==> config.mk <==
export PLATFORM = sky130hd
export DESIGN_NAME = tmc_timer_ctrl
export DESIGN_NICKNAME = d
export VERILOG_FILES = /design/src/rtl/tmc_timer_ctrl.v /design/src/rtl/tmc_capture_filter.v
export VERILOG_INCLUDE_DIRS = /design/src /design/src/rtl
export SDC_FILE = /design/constraint.sdc
export NUM_CORES = 1
export LEC_CHECK = 0
export BUFFER_PORTS_ARGS = -buffer_cell sky130_fd_sc_hd__buf_2
export CELL_PAD_IN_SITES_DETAIL_PLACEMENT = 0
export CELL_PAD_IN_SITES_GLOBAL_PLACEMENT = 1
export CORE_UTILIZATION = 40
export DETAILED_ROUTE_END_ITERATION = 8
export GPL_TIMING_DRIVEN = 0
export PLACE_DENSITY_LB_ADDON = 0.2
export SKIP_LAST_GASP = 1
export SYNTH_ARGS = -nofsm -noshare
export SYNTH_HDL_FRONTEND = slang
export SYNTH_SLANG_ARGS = --single-unit
==> constraint.sdc <==
create_clock -name clock -period 8.5 [get_ports clock]
set_input_delay 1.275 -clock clock [delete_from_list [all_inputs] [get_ports clock]]
set_output_delay 1.275 -clock clock [all_outputs]
set_load 0.005 [all_outputs]
==> src/rtl/tmc_defs.vh <==
// Constants for the 16-bit timer mode, capture and clock control block
//
// Notes on behaviour
// RULE1: Waveform mode bits 3:2 sit in control B bits 4:3; bits 1:0 in control A.
// RULE2: Modes 2,3 phase correct, TOP 0x01FF/0x03FF, buffers at TOP, overflow at BOTTOM.
// RULE3: Mode 4 clears on compare A as TOP, immediate update, overflow at MAX.
// RULE4: Modes 5,6,7 fast PWM, TOP 0x00FF/0x01FF/0x03FF, load BOTTOM, overflow TOP.
// RULE5: Modes 8,9 phase-frequency correct, TOP capture or compare A, all at BOTTOM.
// RULE6: Modes 10,11 phase correct, TOP capture or compare A, load TOP, overflow BOTTOM.
// RULE7: Mode 12 clears on compare with capture as TOP, immediate, overflow at MAX.
// RULE8: Software must not select reserved mode 13.
// RULE9: Modes 14,15 fast PWM, TOP capture or compare A, load BOTTOM, overflow TOP.
// RULE10: Noise filter changes output only after four equal consecutive samples.
// RULE11: Capture on falling edge when edge select is zero, rising when one.
// RULE12: Capture copies counter into capture register and sets capture flag.
// RULE13: Modes using capture register as TOP disconnect the capture input.
// RULE14: Clock select 000 stops the counter.
// RULE15: Codes 001 to 101 divide the I/O clock by 1, 8, 64, 256, 1024.
// RULE16: Codes 110 and 111 count falling or rising edges of external pin.
// RULE17: Mode 0 normal TOP 0xFFFF; mode 1 phase correct 8-bit TOP 0x00FF.
// RULE18: Control B bit 5 reads zero and ignores writes.
`ifndef TMC_DEFS_VH
`define TMC_DEFS_VH

// ****************************************
// Register offsets
// ****************************************
`define TMC_OFS_CTRL_A   8'h80
`define TMC_OFS_CTRL_B   8'h81
`define TMC_OFS_COUNT_L  8'h84
`define TMC_OFS_COUNT_H  8'h85
`define TMC_OFS_CAPT_L   8'h86
`define TMC_OFS_CAPT_H   8'h87
`define TMC_OFS_CMPA_L   8'h88
`define TMC_OFS_CMPA_H   8'h89
`define TMC_OFS_IRQ_STAT 8'h8C
`define TMC_OFS_IRQ_MASK 8'h8D

// ****************************************
// Field positions and reset values
// ****************************************
`define TMC_B_NOISE      7
`define TMC_B_EDGE       6
`define TMC_B_WGM_HI     4
`define TMC_B_WGM_LO     3
`define TMC_CTRL_B_MASK  8'hDF
`define TMC_CTRL_A_MASK  8'h03
`define TMC_CTRL_RESET   8'h00
`define TMC_IRQ_OVF      0
`define TMC_IRQ_CAPT     1

// ****************************************
// Counter limits and prescaler counts
// ****************************************
`define TMC_TOP_8        16'h00FF
`define TMC_TOP_9        16'h01FF
`define TMC_TOP_10       16'h03FF
`define TMC_MAX          16'hFFFF
`define TMC_BOTTOM       16'h0000
`define TMC_DIV_8        10'h007
`define TMC_DIV_64       10'h03F
`define TMC_DIV_256      10'h0FF
`define TMC_DIV_1024     10'h3FF
`define TMC_FILTER_LEN   4

`endif

==> src/rtl/tmc_timer_ctrl.v <==
// 16-bit timer with waveform mode decode, input capture and clock select
//
// Design decision made here: the address-and-strobe port.
`include "tmc_defs.vh"

module tmc_timer_ctrl (
  input  wire       clock,        // I/O clock, 40 MHz
  input  wire       arst_n,       // Async reset, active low
  input  wire [7:0] reg_addr,     // Register address
  input  wire [7:0] reg_wdata,    // Write data
  input  wire       reg_wr,       // Write strobe
  input  wire       reg_rd,       // Read strobe
  output reg  [7:0] reg_rdata,    // Read data, cycle after strobe
  input  wire       capture_input_pin,  // Capture pin, asynchronous
  input  wire       external_count_pin, // External count pin, asynchronous
  output reg  [15:0] count_out,   // Counter value
  output reg  [15:0] cmp_a_active, // Active compare A value
  output reg        count_down,   // Counting direction
  output reg        irq           // Interrupt, level
);

  // ****************************************
  // Registers
  // ****************************************
  reg  [7:0]  timer_control_a_r;
  reg  [7:0]  timer_control_b_r;
  reg  [15:0] capture_value_reg_r;
  reg  [15:0] compare_a_reg_r;
  reg  [1:0]  irq_stat_r;
  reg  [1:0]  irq_mask_r;
  reg  [9:0]  presc_r;
  reg  [1:0]  cap_sync_r;
  reg  [1:0]  ext_sync_r;
  reg         ext_prev_r;
  reg         cap_prev_r;

  wire [3:0] waveform_mode = {timer_control_b_r[`TMC_B_WGM_HI:`TMC_B_WGM_LO],
                              timer_control_a_r[1:0]}; // RULE1
  wire [2:0] clock_select_field      = timer_control_b_r[2:0];
  wire       capture_edge_sel        = timer_control_b_r[`TMC_B_EDGE];
  wire       capture_noise_filter_en = timer_control_b_r[`TMC_B_NOISE];
  wire       cap_filt;

  // ****************************************
  // Mode decode
  // ****************************************
  localparam UPD_IMM = 2'd0;
  localparam UPD_TOP = 2'd1;
  localparam UPD_BOT = 2'd2;
  localparam OVF_MAX = 2'd0;
  localparam OVF_TOP = 2'd1;
  localparam OVF_BOT = 2'd2;

  function [15:0] top_of;
    input [3:0]  m;
    input [15:0] capv;
    input [15:0] cmpa;
    begin
      case (m)
        4'h0:    top_of = `TMC_MAX;                    // RULE17
        4'h1:    top_of = `TMC_TOP_8;                  // RULE17
        4'h2:    top_of = `TMC_TOP_9;                  // RULE2
        4'h3:    top_of = `TMC_TOP_10;                 // RULE2
        4'h4:    top_of = cmpa;                        // RULE3
        4'h5:    top_of = `TMC_TOP_8;                  // RULE4
        4'h6:    top_of = `TMC_TOP_9;                  // RULE4
        4'h7:    top_of = `TMC_TOP_10;                 // RULE4
        4'h8:    top_of = capv;                        // RULE5
        4'h9:    top_of = cmpa;                        // RULE5
        4'hA:    top_of = capv;                        // RULE6
        4'hB:    top_of = cmpa;                        // RULE6
        4'hC:    top_of = capv;                        // RULE7
        4'hE:    top_of = capv;                        // RULE9
        4'hF:    top_of = cmpa;                        // RULE9
        default: top_of = `TMC_MAX;                    // RULE8
      endcase
    end
  endfunction

  function [1:0] upd_of;
    input [3:0] m;
    begin
      case (m)
        4'h0, 4'h4, 4'hC:        upd_of = UPD_IMM;  // RULE3 RULE7 RULE17
        4'h1, 4'h2, 4'h3:        upd_of = UPD_TOP;  // RULE2
        4'hA, 4'hB:              upd_of = UPD_TOP;  // RULE6
        default:                 upd_of = UPD_BOT;  // RULE4 RULE5 RULE9
      endcase
    end
  endfunction

  function [1:0] ovf_of;
    input [3:0] m;
    begin
      case (m)
        4'h0, 4'h4, 4'hC, 4'hD:  ovf_of = OVF_MAX;  // RULE3 RULE7
        4'h5, 4'h6, 4'h7:        ovf_of = OVF_TOP;  // RULE4
        4'hE, 4'hF:              ovf_of = OVF_TOP;  // RULE9
        default:                 ovf_of = OVF_BOT;  // RULE2 RULE5 RULE6
      endcase
    end
  endfunction

  // Write strobe aimed at one byte address
  function wr_at;
    input       wr;
    input [7:0] addr;
    input [7:0] target;
    begin
      wr_at = wr && (addr == target);
    end
  endfunction

  // Buffered compare A as TOP, so buffered modes move TOP only at their update point
  wire [15:0] top_val   = top_of(waveform_mode, capture_value_reg_r, cmp_a_active);
  wire [1:0]  upd_pt    = upd_of(waveform_mode);
  wire [1:0]  ovf_pt    = ovf_of(waveform_mode);
  wire        dual      = (waveform_mode == 4'h1) || (waveform_mode == 4'h2) ||
                          (waveform_mode == 4'h3) || (waveform_mode[3:2] == 2'b10);
  wire        cap_is_top = (waveform_mode == 4'h8) || (waveform_mode == 4'hA) ||
                           (waveform_mode == 4'hC) || (waveform_mode == 4'hE);

  // ****************************************
  // Pin synchronisers and filter
  // ****************************************
  always @(posedge clock or negedge arst_n) begin
    if (!arst_n) begin
      cap_sync_r <= 2'b11;
      ext_sync_r <= 2'b00;
    end else begin
      cap_sync_r <= {cap_sync_r[0], capture_input_pin};
      ext_sync_r <= {ext_sync_r[0], external_count_pin};
    end
  end

  tmc_capture_filter #(
    .LEN       (`TMC_FILTER_LEN)
  ) u_filter (
    .clock     (clock),
    .arst_n    (arst_n),
    .sample    (cap_sync_r[1]),
    .enable    (capture_noise_filter_en),
    .level_out (cap_filt)
  );

  // ****************************************
  // Clock select and prescaler
  // ****************************************
  // Each tap fires on the last cycle of its period; all taps share one counter
  localparam [39:0] TAP_MASK = {`TMC_DIV_1024, `TMC_DIV_256, `TMC_DIV_64, `TMC_DIV_8};
  wire [3:0] tap_hit;
  genvar     gi;
  generate
    for (gi = 0; gi < 4; gi = gi + 1) begin : g_tap
      assign tap_hit[gi] = ((presc_r & TAP_MASK[gi*10 +: 10]) == TAP_MASK[gi*10 +: 10]);
    end
  endgenerate

  reg tick;
  always @* begin
    case (clock_select_field)
      3'b000:  tick = 1'b0;                                 // RULE14
      3'b001:  tick = 1'b1;                                 // RULE15
      3'b010:  tick = tap_hit[0];                           // RULE15
      3'b011:  tick = tap_hit[1];                           // RULE15
      3'b100:  tick = tap_hit[2];                           // RULE15
      3'b101:  tick = tap_hit[3];                           // RULE15
      3'b110:  tick = ext_prev_r & ~ext_sync_r[1];          // RULE16
      default: tick = ~ext_prev_r & ext_sync_r[1];          // RULE16
    endcase
  end

  // Free-running prescaler, shared by all divide taps
  always @(posedge clock or negedge arst_n) begin
    if (!arst_n) begin
      presc_r    <= 10'h000;
      ext_prev_r <= 1'b0;
    end else begin
      presc_r    <= presc_r + 10'h001;
      ext_prev_r <= ext_sync_r[1];
    end
  end

  // ****************************************
  // Capture edge detection
  // ****************************************
  wire cap_rise = ~cap_prev_r & cap_filt;
  wire cap_fall = cap_prev_r & ~cap_filt;
  wire cap_evt  = ~cap_is_top & (capture_edge_sel ? cap_rise : cap_fall); // RULE11 RULE13

  always @(posedge clock or negedge arst_n) begin
    if (!arst_n) begin
      cap_prev_r <= 1'b1;
    end else begin
      cap_prev_r <= cap_filt;
    end
  end

  // ****************************************
  // Counter
  // ****************************************
  reg  [15:0] cnt_nxt;
  reg         dir_nxt;
  reg         ovf_evt;
  reg         load_evt;
  wire        at_top = (count_out >= top_val);
  wire        at_bot = (count_out == `TMC_BOTTOM);

  always @* begin
    cnt_nxt  = count_out;
    dir_nxt  = count_down;
    ovf_evt  = 1'b0;
    load_evt = 1'b0;
    if (tick) begin
      if (dual) begin
        // Phase correct and phase-frequency correct: turn round at TOP and at BOTTOM
        if (!count_down) begin
          if (at_top) begin
            dir_nxt = 1'b1;
            cnt_nxt = count_out - 16'h0001;
            load_evt = (upd_pt == UPD_TOP);                // RULE2 RULE6
          end else begin
            cnt_nxt = count_out + 16'h0001;
          end
        end else begin
          if (at_bot) begin
            dir_nxt = 1'b0;
            cnt_nxt = count_out + 16'h0001;
          end else begin
            cnt_nxt = count_out - 16'h0001;
            if (count_out == 16'h0001) begin
              ovf_evt  = (ovf_pt == OVF_BOT);               // RULE2 RULE5 RULE6
              load_evt = (upd_pt == UPD_BOT);               // RULE5
            end
          end
        end
      end else begin
        dir_nxt = 1'b0;
        if (at_top) begin
          cnt_nxt  = `TMC_BOTTOM;
          load_evt = (upd_pt == UPD_BOT);                   // RULE4 RULE9
          ovf_evt  = (ovf_pt == OVF_TOP) ||
                     ((ovf_pt == OVF_MAX) && (count_out == `TMC_MAX)); // RULE3 RULE7
        end else begin
          cnt_nxt = count_out + 16'h0001;
        end
      end
    end
  end

  // Software write to the counter overrides counting in that cycle
  always @(posedge clock or negedge arst_n) begin
    if (!arst_n) begin
      count_out  <= 16'h0000;
      count_down <= 1'b0;
    end else begin
      if (wr_at(reg_wr, reg_addr, `TMC_OFS_COUNT_L)) begin
        count_out <= {count_out[15:8], reg_wdata};
      end else if (wr_at(reg_wr, reg_addr, `TMC_OFS_COUNT_H)) begin
        count_out <= {reg_wdata, count_out[7:0]};
      end else begin
        count_out <= cnt_nxt;
      end
      count_down <= dir_nxt;
    end
  end

  // Compare A buffer
  always @(posedge clock or negedge arst_n) begin
    if (!arst_n) begin
      cmp_a_active <= 16'h0000;
    end else if (upd_pt == UPD_IMM || load_evt) begin
      cmp_a_active <= compare_a_reg_r;                      // RULE3 RULE7 RULE17
    end
  end

  // Capture wins over a software write in the same cycle
  always @(posedge clock or negedge arst_n) begin
    if (!arst_n) begin
      capture_value_reg_r <= 16'h0000;
    end else if (cap_evt) begin
      capture_value_reg_r <= count_out;                     // RULE12
    end else if (wr_at(reg_wr, reg_addr, `TMC_OFS_CAPT_L)) begin
      capture_value_reg_r <= {capture_value_reg_r[15:8], reg_wdata};
    end else if (wr_at(reg_wr, reg_addr, `TMC_OFS_CAPT_H)) begin
      capture_value_reg_r <= {reg_wdata, capture_value_reg_r[7:0]};
    end
  end

  // ****************************************
  // Register file and interrupts
  // ****************************************
  wire [1:0] irq_set = {cap_evt, ovf_evt};                  // RULE12
  wire [1:0] irq_clr = wr_at(reg_wr, reg_addr, `TMC_OFS_IRQ_STAT) ? reg_wdata[1:0] : 2'b00;
  wire [1:0] stat_nxt = (irq_stat_r & ~irq_clr) | irq_set;  // Set wins over clear

  always @(posedge clock or negedge arst_n) begin
    if (!arst_n) begin
      irq_stat_r <= 2'b00;
      irq        <= 1'b0;
    end else begin
      irq_stat_r <= stat_nxt;
      irq        <= |(stat_nxt & irq_mask_r);
    end
  end

  // ****************************************
  // Register file
  // ****************************************
  always @(posedge clock or negedge arst_n) begin
    if (!arst_n) begin
      timer_control_a_r <= `TMC_CTRL_RESET;
      timer_control_b_r <= `TMC_CTRL_RESET;
      compare_a_reg_r   <= 16'h0000;
      irq_mask_r        <= 2'b00;
      reg_rdata         <= 8'h00;
    end else begin
      if (reg_wr) begin
        case (reg_addr)
          `TMC_OFS_CTRL_A:   timer_control_a_r <= reg_wdata & `TMC_CTRL_A_MASK;
          `TMC_OFS_CTRL_B:   timer_control_b_r <= reg_wdata & `TMC_CTRL_B_MASK; // RULE18
          `TMC_OFS_CMPA_L:   compare_a_reg_r   <= {compare_a_reg_r[15:8], reg_wdata};
          `TMC_OFS_CMPA_H:   compare_a_reg_r   <= {reg_wdata, compare_a_reg_r[7:0]};
          `TMC_OFS_IRQ_MASK: irq_mask_r        <= reg_wdata[1:0];
          default: ;
        endcase
      end
      if (reg_rd) begin
        case (reg_addr)
          `TMC_OFS_CTRL_A:   reg_rdata <= timer_control_a_r;
          `TMC_OFS_CTRL_B:   reg_rdata <= timer_control_b_r;  // RULE18
          `TMC_OFS_COUNT_L:  reg_rdata <= count_out[7:0];
          `TMC_OFS_COUNT_H:  reg_rdata <= count_out[15:8];
          `TMC_OFS_CAPT_L:   reg_rdata <= capture_value_reg_r[7:0];
          `TMC_OFS_CAPT_H:   reg_rdata <= capture_value_reg_r[15:8];
          `TMC_OFS_CMPA_L:   reg_rdata <= compare_a_reg_r[7:0];
          `TMC_OFS_CMPA_H:   reg_rdata <= compare_a_reg_r[15:8];
          `TMC_OFS_IRQ_STAT: reg_rdata <= {6'h00, irq_stat_r};
          `TMC_OFS_IRQ_MASK: reg_rdata <= {6'h00, irq_mask_r};
          default:           reg_rdata <= 8'h00;
        endcase
      end else begin
        reg_rdata <= 8'h00;
      end
    end
  end

endmodule

==> src/rtl/tmc_capture_filter.v <==
// Capture pin noise filter
`include "tmc_defs.vh"

module tmc_capture_filter #(
  parameter LEN = `TMC_FILTER_LEN
) (
  input  wire clock,     // I/O clock
  input  wire arst_n,    // Async reset, active low
  input  wire sample,    // Synchronised capture level
  input  wire enable,    // Filter on
  output reg  level_out  // Filtered level
);

  reg [LEN-2:0] hist_r;

  always @(posedge clock or negedge arst_n) begin
    if (!arst_n) begin
      hist_r    <= {(LEN-1){1'b1}};
      level_out <= 1'b1;
    end else begin
      hist_r <= {hist_r[LEN-3:0], sample};
      if (!enable) begin
        level_out <= sample;
      end else if (&{hist_r, sample}) begin
        level_out <= 1'b1; // RULE10
      end else if (~|{hist_r, sample}) begin
        level_out <= 1'b0; // RULE10
      end
    end
  end

endmodule

# --- After elaboration in Yosys (flattened, before gate mapping) ---
# Memory sizes are Yosys's and may differ from the RTL's.
# Cells that the tools add are included.
word_totals:
  ff_bits: 107
  rom_bits: 64
  input_bits: 22
  output_inout_bits: 42
  elab_cells: 164
  mem_count: 2
op_classes:
  add_sub_neg: 3
  n_lt_le_gt_ge: 1
  n_eq_ne: 44
  muxes: 38
  bitwise: 17
  reduce_logical: 38
memory_table:
  columns: ["memory", "words", "word_bits", "rd", "rd_ports_with_merged_regs", "write_ports", "line", "source"]
  rows:
  - ["(name not given)", 16, 2, 1, 0, 0, "tmc_timer_ctrl.v:95", "case (m)"]
  - ["(name not given)", 16, 2, 1, 0, 0, "tmc_timer_ctrl.v:83", "case (m)"]
op_table:
  columns: ["op", "count"]
  rows:
  - ["16-bit 2-to-1 mux", 10]
  - ["8-bit == test (second input constant)", 11]
  - ["16-bit case mux with 5 select lines", 1]
  - ["8-bit case mux with 10 select lines", 1]
  - ["16-bit case mux with 2 select lines", 1]
  - ["4-bit == test (second input constant)", 7]
  - ["1-bit 2-to-1 mux", 21]
  - ["16-bit by 1-bit adder with 16-bit output (second input constant)", 1]
  - ["16-bit by 1-bit == test with 1-bit output (second input constant)", 1]
  - ["16-bit == test (second input constant)", 1]
  - ["4-bit by 3-bit == test with 1-bit output (second input constant)", 4]
  - ["16-bit greater-or-equal comparator", 1]
  - ["16-bit logical NOT", 1]
  - ["8-bit 2-to-1 mux", 2]
  - ["16-bit by 1-bit subtractor with 16-bit output (second input constant)", 1]
  - ["3-bit == test (second input constant)", 4]
  - ["2-bit AND reduction", 6]
  - ["4-bit OR reduction", 3]
  - ["10-bit by 1-bit adder with 10-bit output (second input constant)", 1]
  - ["10-bit == test (second input constant)", 1]
  - ["4-bit by 2-bit == test with 1-bit output (second input constant)", 2]
  - ["1-bit logical OR", 8]
  - ["1-bit NOT", 8]
  - ["2-bit nonzero test", 4]
  - ["other kinds (20)", 40]

# --- Logic depth before layout (Yosys ltp) ---
depth:
  ltp_word: 10
  mapped_depth: 18
  mapped_depth_nobuf: 16

# --- Hierarchy ---
# A second synthesis with hierarchy kept.
unflattened:
  hier_cells: 681
  hier_area_um2: 6638.9
modules_own_cells:
  columns: ["mod", "n_inst", "cells_each", "area_per_inst_um2", "seq_area_each_um2"]
  rows:
  - ["tmc_timer_ctrl", 1, 671, 6501.2, 2581.2]
  - ["tmc_capture_filter", 1, 10, 137.6, 105.1]

# --- Worst setup path before layout ---
# No wires, ideal clock.
synth_path:
  kind: "reg2reg"
  start: "register timer_control_a_r[0]"
  end: "register count_out[8]"
  setup_time_ns: 0.127
  t_arrival_ns: 3.129
  required_ns: 8.373
  setup_slack_ns: 5.244
  stages_incl_launch_ff: 15
  path_buffers: 3
  period_less_slack_ns: 3.256
  cell_sequence: "dfrtp_1 -> buf_2 -> nor2_1 -> clkbuf_1 -> a211o_1 -> ha_1 -> nand2b_1 -> a2111oi_0 -> nand3b_1 -> nand3_2 -> o211a_1 -> buf_2 -> a32o_1 -> o22ai_1 -> o21ai_1"
synth_via:
  elab_chain_cells: 9
  elab_cells_between_ends: 30
  classes_between: "1 x order compare; 14 x eq/ne; 7 x mux; 8 x reduce/logical"
synth_lines:
  columns: ["element", "line", "source"]
  rows:
  - ["from (decl)", "tmc_timer_ctrl.v:25", "reg [7:0] timer_control_a_r;"]
  - ["from (signal assigned)", "tmc_timer_ctrl.v:312", "timer_control_a_r <= `TMC_CTRL_RESET;"]
  - ["from (signal assigned)", "tmc_timer_ctrl.v:320", "`TMC_OFS_CTRL_A: timer_control_a_r <= reg_wdata & `TMC_CTRL_A_MASK;"]
  - ["4-bit == test, or another cell as far along", "tmc_timer_ctrl.v:59", "case (m)"]
  - ["4-bit OR reduction (no line) / 2-bit OR reduction (equally long branches)", null, null]
  - ["16-bit case mux with 5 select lines", "tmc_timer_ctrl.v:59", null]
  - ["16-bit greater-or-equal comparator", "tmc_timer_ctrl.v:206", "wire at_top = (count_out >= top_val);"]
  - ["16-bit 2-to-1 mux", "tmc_timer_ctrl.v:218", "if (at_top) begin"]
  - ["16-bit 2-to-1 mux", "tmc_timer_ctrl.v:217", "if (!count_down) begin"]
  - ["16-bit 2-to-1 mux *", "tmc_timer_ctrl.v:215", "if (dual) begin"]
  - ["16-bit 2-to-1 mux *", "tmc_timer_ctrl.v:214", "if (tick) begin"]
  - ["16-bit 2-to-1 mux *", "tmc_timer_ctrl.v:259", "end else if (wr_at(reg_wr, reg_addr, `TMC_OFS_COUNT_H)) begin"]
  - ["to (signal assigned)", "tmc_timer_ctrl.v:258", "count_out <= {count_out[15:8], reg_wdata};"]
  - ["to (signal assigned)", "tmc_timer_ctrl.v:260", "count_out <= {reg_wdata, count_out[7:0]};"]
  - ["to (signal assigned)", "tmc_timer_ctrl.v:262", "count_out <= cnt_nxt;"]
  - ["to (decl)", "tmc_timer_ctrl.v:16", "output reg [15:0] count_out,"]
# Every way passes the cells marked *; elsewhere a longest branch is shown, timed or not. The select of a mux whose other input is x is not followed.
# A chain may end at the register's enable or synchronous reset.

# --- Final worst setup path ---
layout_path:
  start: "register timer_control_a_r[0]"
  end: "register count_out[1]"
layout_via:
  elab_chain_cells: 10
  elab_cells_between_ends: 31
  classes_between: "1 x order compare; 14 x eq/ne; 8 x mux; 8 x reduce/logical"
layout_lines:
  columns: ["element", "line", "source"]
  rows:
  - ["4-bit == test, or another cell as far along", "tmc_timer_ctrl.v:59", null]
  - ["4-bit OR reduction (no line) / 2-bit OR reduction (equally long branches)", null, null]
  - ["16-bit case mux with 5 select lines", "tmc_timer_ctrl.v:59", null]
  - ["16-bit greater-or-equal comparator", "tmc_timer_ctrl.v:206", null]
  - ["16-bit 2-to-1 mux", "tmc_timer_ctrl.v:218", null]
  - ["16-bit 2-to-1 mux", "tmc_timer_ctrl.v:217", null]
  - ["16-bit 2-to-1 mux *", "tmc_timer_ctrl.v:215", null]
  - ["16-bit 2-to-1 mux *", "tmc_timer_ctrl.v:214", null]
  - ["16-bit 2-to-1 mux *", "tmc_timer_ctrl.v:259", null]
  - ["8-bit 2-to-1 mux *", "tmc_timer_ctrl.v:257", "if (wr_at(reg_wr, reg_addr, `TMC_OFS_COUNT_L)) begin"]
# Marks and branches as above.

==> flow_summary.yaml <==
status:
  outcome: "finished, final reports clean"
drt:
  wl_per_cell_um: 22.4
  drt-vias-per-instance: 6.00
  drt_iter0_markers: 537
  finalWirelength_um: 21800
  dr_total_vias: 5834
  firstDrtPassIters: 8
  drc_errors: 0
  ant_nets: 0
flow_run:
  drv_cap: 0
sta:
  tns_ps: 0
  hold_viol_final: 0
  worstMarginPinSlew_ps: 883
  final_max_slew_viol_count: 0
  finalCritPeriodShare_pct: 54.1
  fin_hold_ws_ps: 360
  timing.fmax_ghz: 0.218
  finalSetupViolCount: 0
  final.setup_skew_ps: 15.9
  period_needed_ps: 4600
  slew_headroom_pct: 40.6
  rsz0062_at_grt: "no"
placed_design:
  dp_hpwl_um: 15800
  gp_congestion: 0.896
  place_area_mm2: 0.00725
  port_buffers: 61
critical_path:
  arrival_ps: 4880
  r2r_end: "count_out[1]"
  required_ps: 8780
  slowest_stage: "nor4_1"
  crit_type: "register to register"
  crit_fanout: 10
  r2r_cells: 15
  startpoint_type: "register"
  rrSetupSlack_ps: 3900
  crit_top_cell: "a21oi_1"
  rr_startpoint: "timer_control_a_r[0]"
  slowest_delay_ps: 710
  end_kind: "register"
  worstPathCellList: "buf_2 -> clkbuf_1 -> nand3_1 -> a21oi_1 -> a21oi_1 -> ha_1 -> a21oi_1 -> o21ai_0 -> nor4_1 -> nand3_2 -> o211ai_1 -> buf_2 -> xnor2_1 -> nand3_1 -> a21oi_1"
clocking:
  numCtsBuffers: 9
  ctsResizeCount: 0
  clk_latency_ps: 360
  h-tree-depth: 3
  hold_buffers: 0
  clock_path_buffers: 2
  path_clk_slew_ps: 80
  cts_tree: "yes"
  ctsRootBufferMaster: "clkbuf_16"
  clock-sinks: 107
  post_cts_buffers: 0
synthesis:
  yosysTopAreaCellShare_pct: 37.7
  synth.cell_area_mm2: 0.00664
  yosysWarnings: 0
  synth_top_area_cell: "dfrtp_1"
  synth_flop_cell: "dfrtp_1"
  yosys-top-cells-count: "dfrtp_1 (100), nand2_1 (83), a21oi_1 (43), o21ai_0 (43), mux2_2 (41)"
  ys_ff_latch: 107
  synth_most_common_cell: "dfrtp_1"
  syn_avg_cell_area_um2: 9.80
  async_flop_share_pct: 100
  syn_nets: 722
  synth_area_leaders: "dfrtp_1 (38%), mux2_2 (7.0%), nand2_1 (4.7%)"
  synth-edff-count: 0
  yosysSeqAreaShare_pct: 40.4
  synth_cell_types: 75
  syn_inst: 678
global_routing:
  grt_overflow_total: 0
  grt_pass1_wl_um: 33300
  antenna_found_initial: 0
  track_usage_pct: 26.8
  grt_max_degree: 69
  grt_pass1_vias: 5483
die:
  die_w_um: 131
  ios: 64
  die_h_um: 131
  dieArea_mm2: 0.0171
  rows: 46
  core_mm2: 0.0161
  initial_utilization_pct: 41.4
worst_hold_path:
  min_path_type: "register to register"
  hold_depth: 0
  hold_start: "cap_sync_r[0]"
  hold_end: "cap_sync_r[1]"
layout:
  drive_gt1_share_pct: 26.2
  utilization_pct: 47.0
  fin_nets: 795
  final_area_mm2: 0.00755
  area_growth_pct: 13.7
  antennaDiodeCount: 0
pwr:
  ir_worst_vdd_mv: 0.139
  p_leak_nw: 3.46
  p_total_mw: 1.89
  power_density_mw_per_mm2: 250
[routing by layer]
metal	track usage, %	wire length (um)	up-vias
li1	-	-	2669
met4	7.84	414	0
met5	0	0	-
met3	3.83	1610	36
met2	40.9	9610	260
met1	39.3	10100	2869
[power by group]
| part | internal [mW] | switching [mW] | total [mW] |
|---|---|---|---|
| clock network | 0.216 | 0.214 | 0.430 |
| logic | 0.304 | 0.470 | 0.774 |
| registers | 0.580 | 0.104 | 0.685 |
[sequential cells by signal, indices dropped and copies added (netlist names), 3 cells and up]
name / cells
capture_value_reg_r: 16
cmp_a_active: 16
compare_a_reg_r: 16
count_out: 16
presc_r: 10
reg_rdata: 8
timer_control_b_r: 7
u_filter.hist_r: 3
[final cells by class]
type	count	area, um2
flip-flops and latches	107	2690
inverters	14	52.6
plain buffers	44	244
repair buffers	62	335
well taps	216	270
clock inverters	6	63.8
fillers	1550	8510
multi-input cells	513	3660
clock buffers	10	239
[layout by cell type (no fill, tap or decap), drive strengths merged, types with 6 or more instances in the layout]
master,instances
dfrtp,100
buf,91
nand2,85
mux2,51
o21ai,50
a21oi,45
nor2,41
clkbuf,25
ha,22
nor3,21
nand3,19
mux2i,17
inv,17
a22oi,16
and3,13
nor2b,10
a211oi,9
o22ai,9
nand4,8
dfstp,7
xor2,6
a222oi,6
a31oi,6
[critical path: cells and delay by family, from the launching register on]
kind	cells	cell delay, ps
compound gates	6	1140
xor+xnor	1	160
fa+ha+maj	1	310
buf+inv	3	1010
flops	1	400
simple gates	4	1500
[through the flow]
step / setup WS [ps] / instances
2_1_floorplan: 5240 / 678
3_3_place_gp: 4060 / 955
3_5_place_dp: 4040 / 956
4_1_cts: 4000 / 972
5_1_grt: 3550 / 972
6_report: 3900 / 972
[logic make-up after synthesis]
logic type      Yosys count  synth area share, %
flops                   107                 40.4
simple gates            226                 18.2
mux                      73                 13.5
fa+ha+maj                22                 4.14
xor+xnor                 11                 1.45
buf+inv                  58                 4.46
compound gates          181                 17.8
[worst max path at each step]
stage | to | start | slack, ps
floorplan | count_out[8] | timer_control_a_r[0] | 5240
global placement | count_out[1] | timer_control_a_r[0] | 4060
detailed placement | count_out[1] | timer_control_a_r[0] | 4040
CTS | count_out[1] | timer_control_a_r[0] | 4000
global route | count_out[1] | timer_control_a_r[0] | 3550
finish | count_out[1] | timer_control_a_r[0] | 3900
Power figures use the tool's default switching activity.
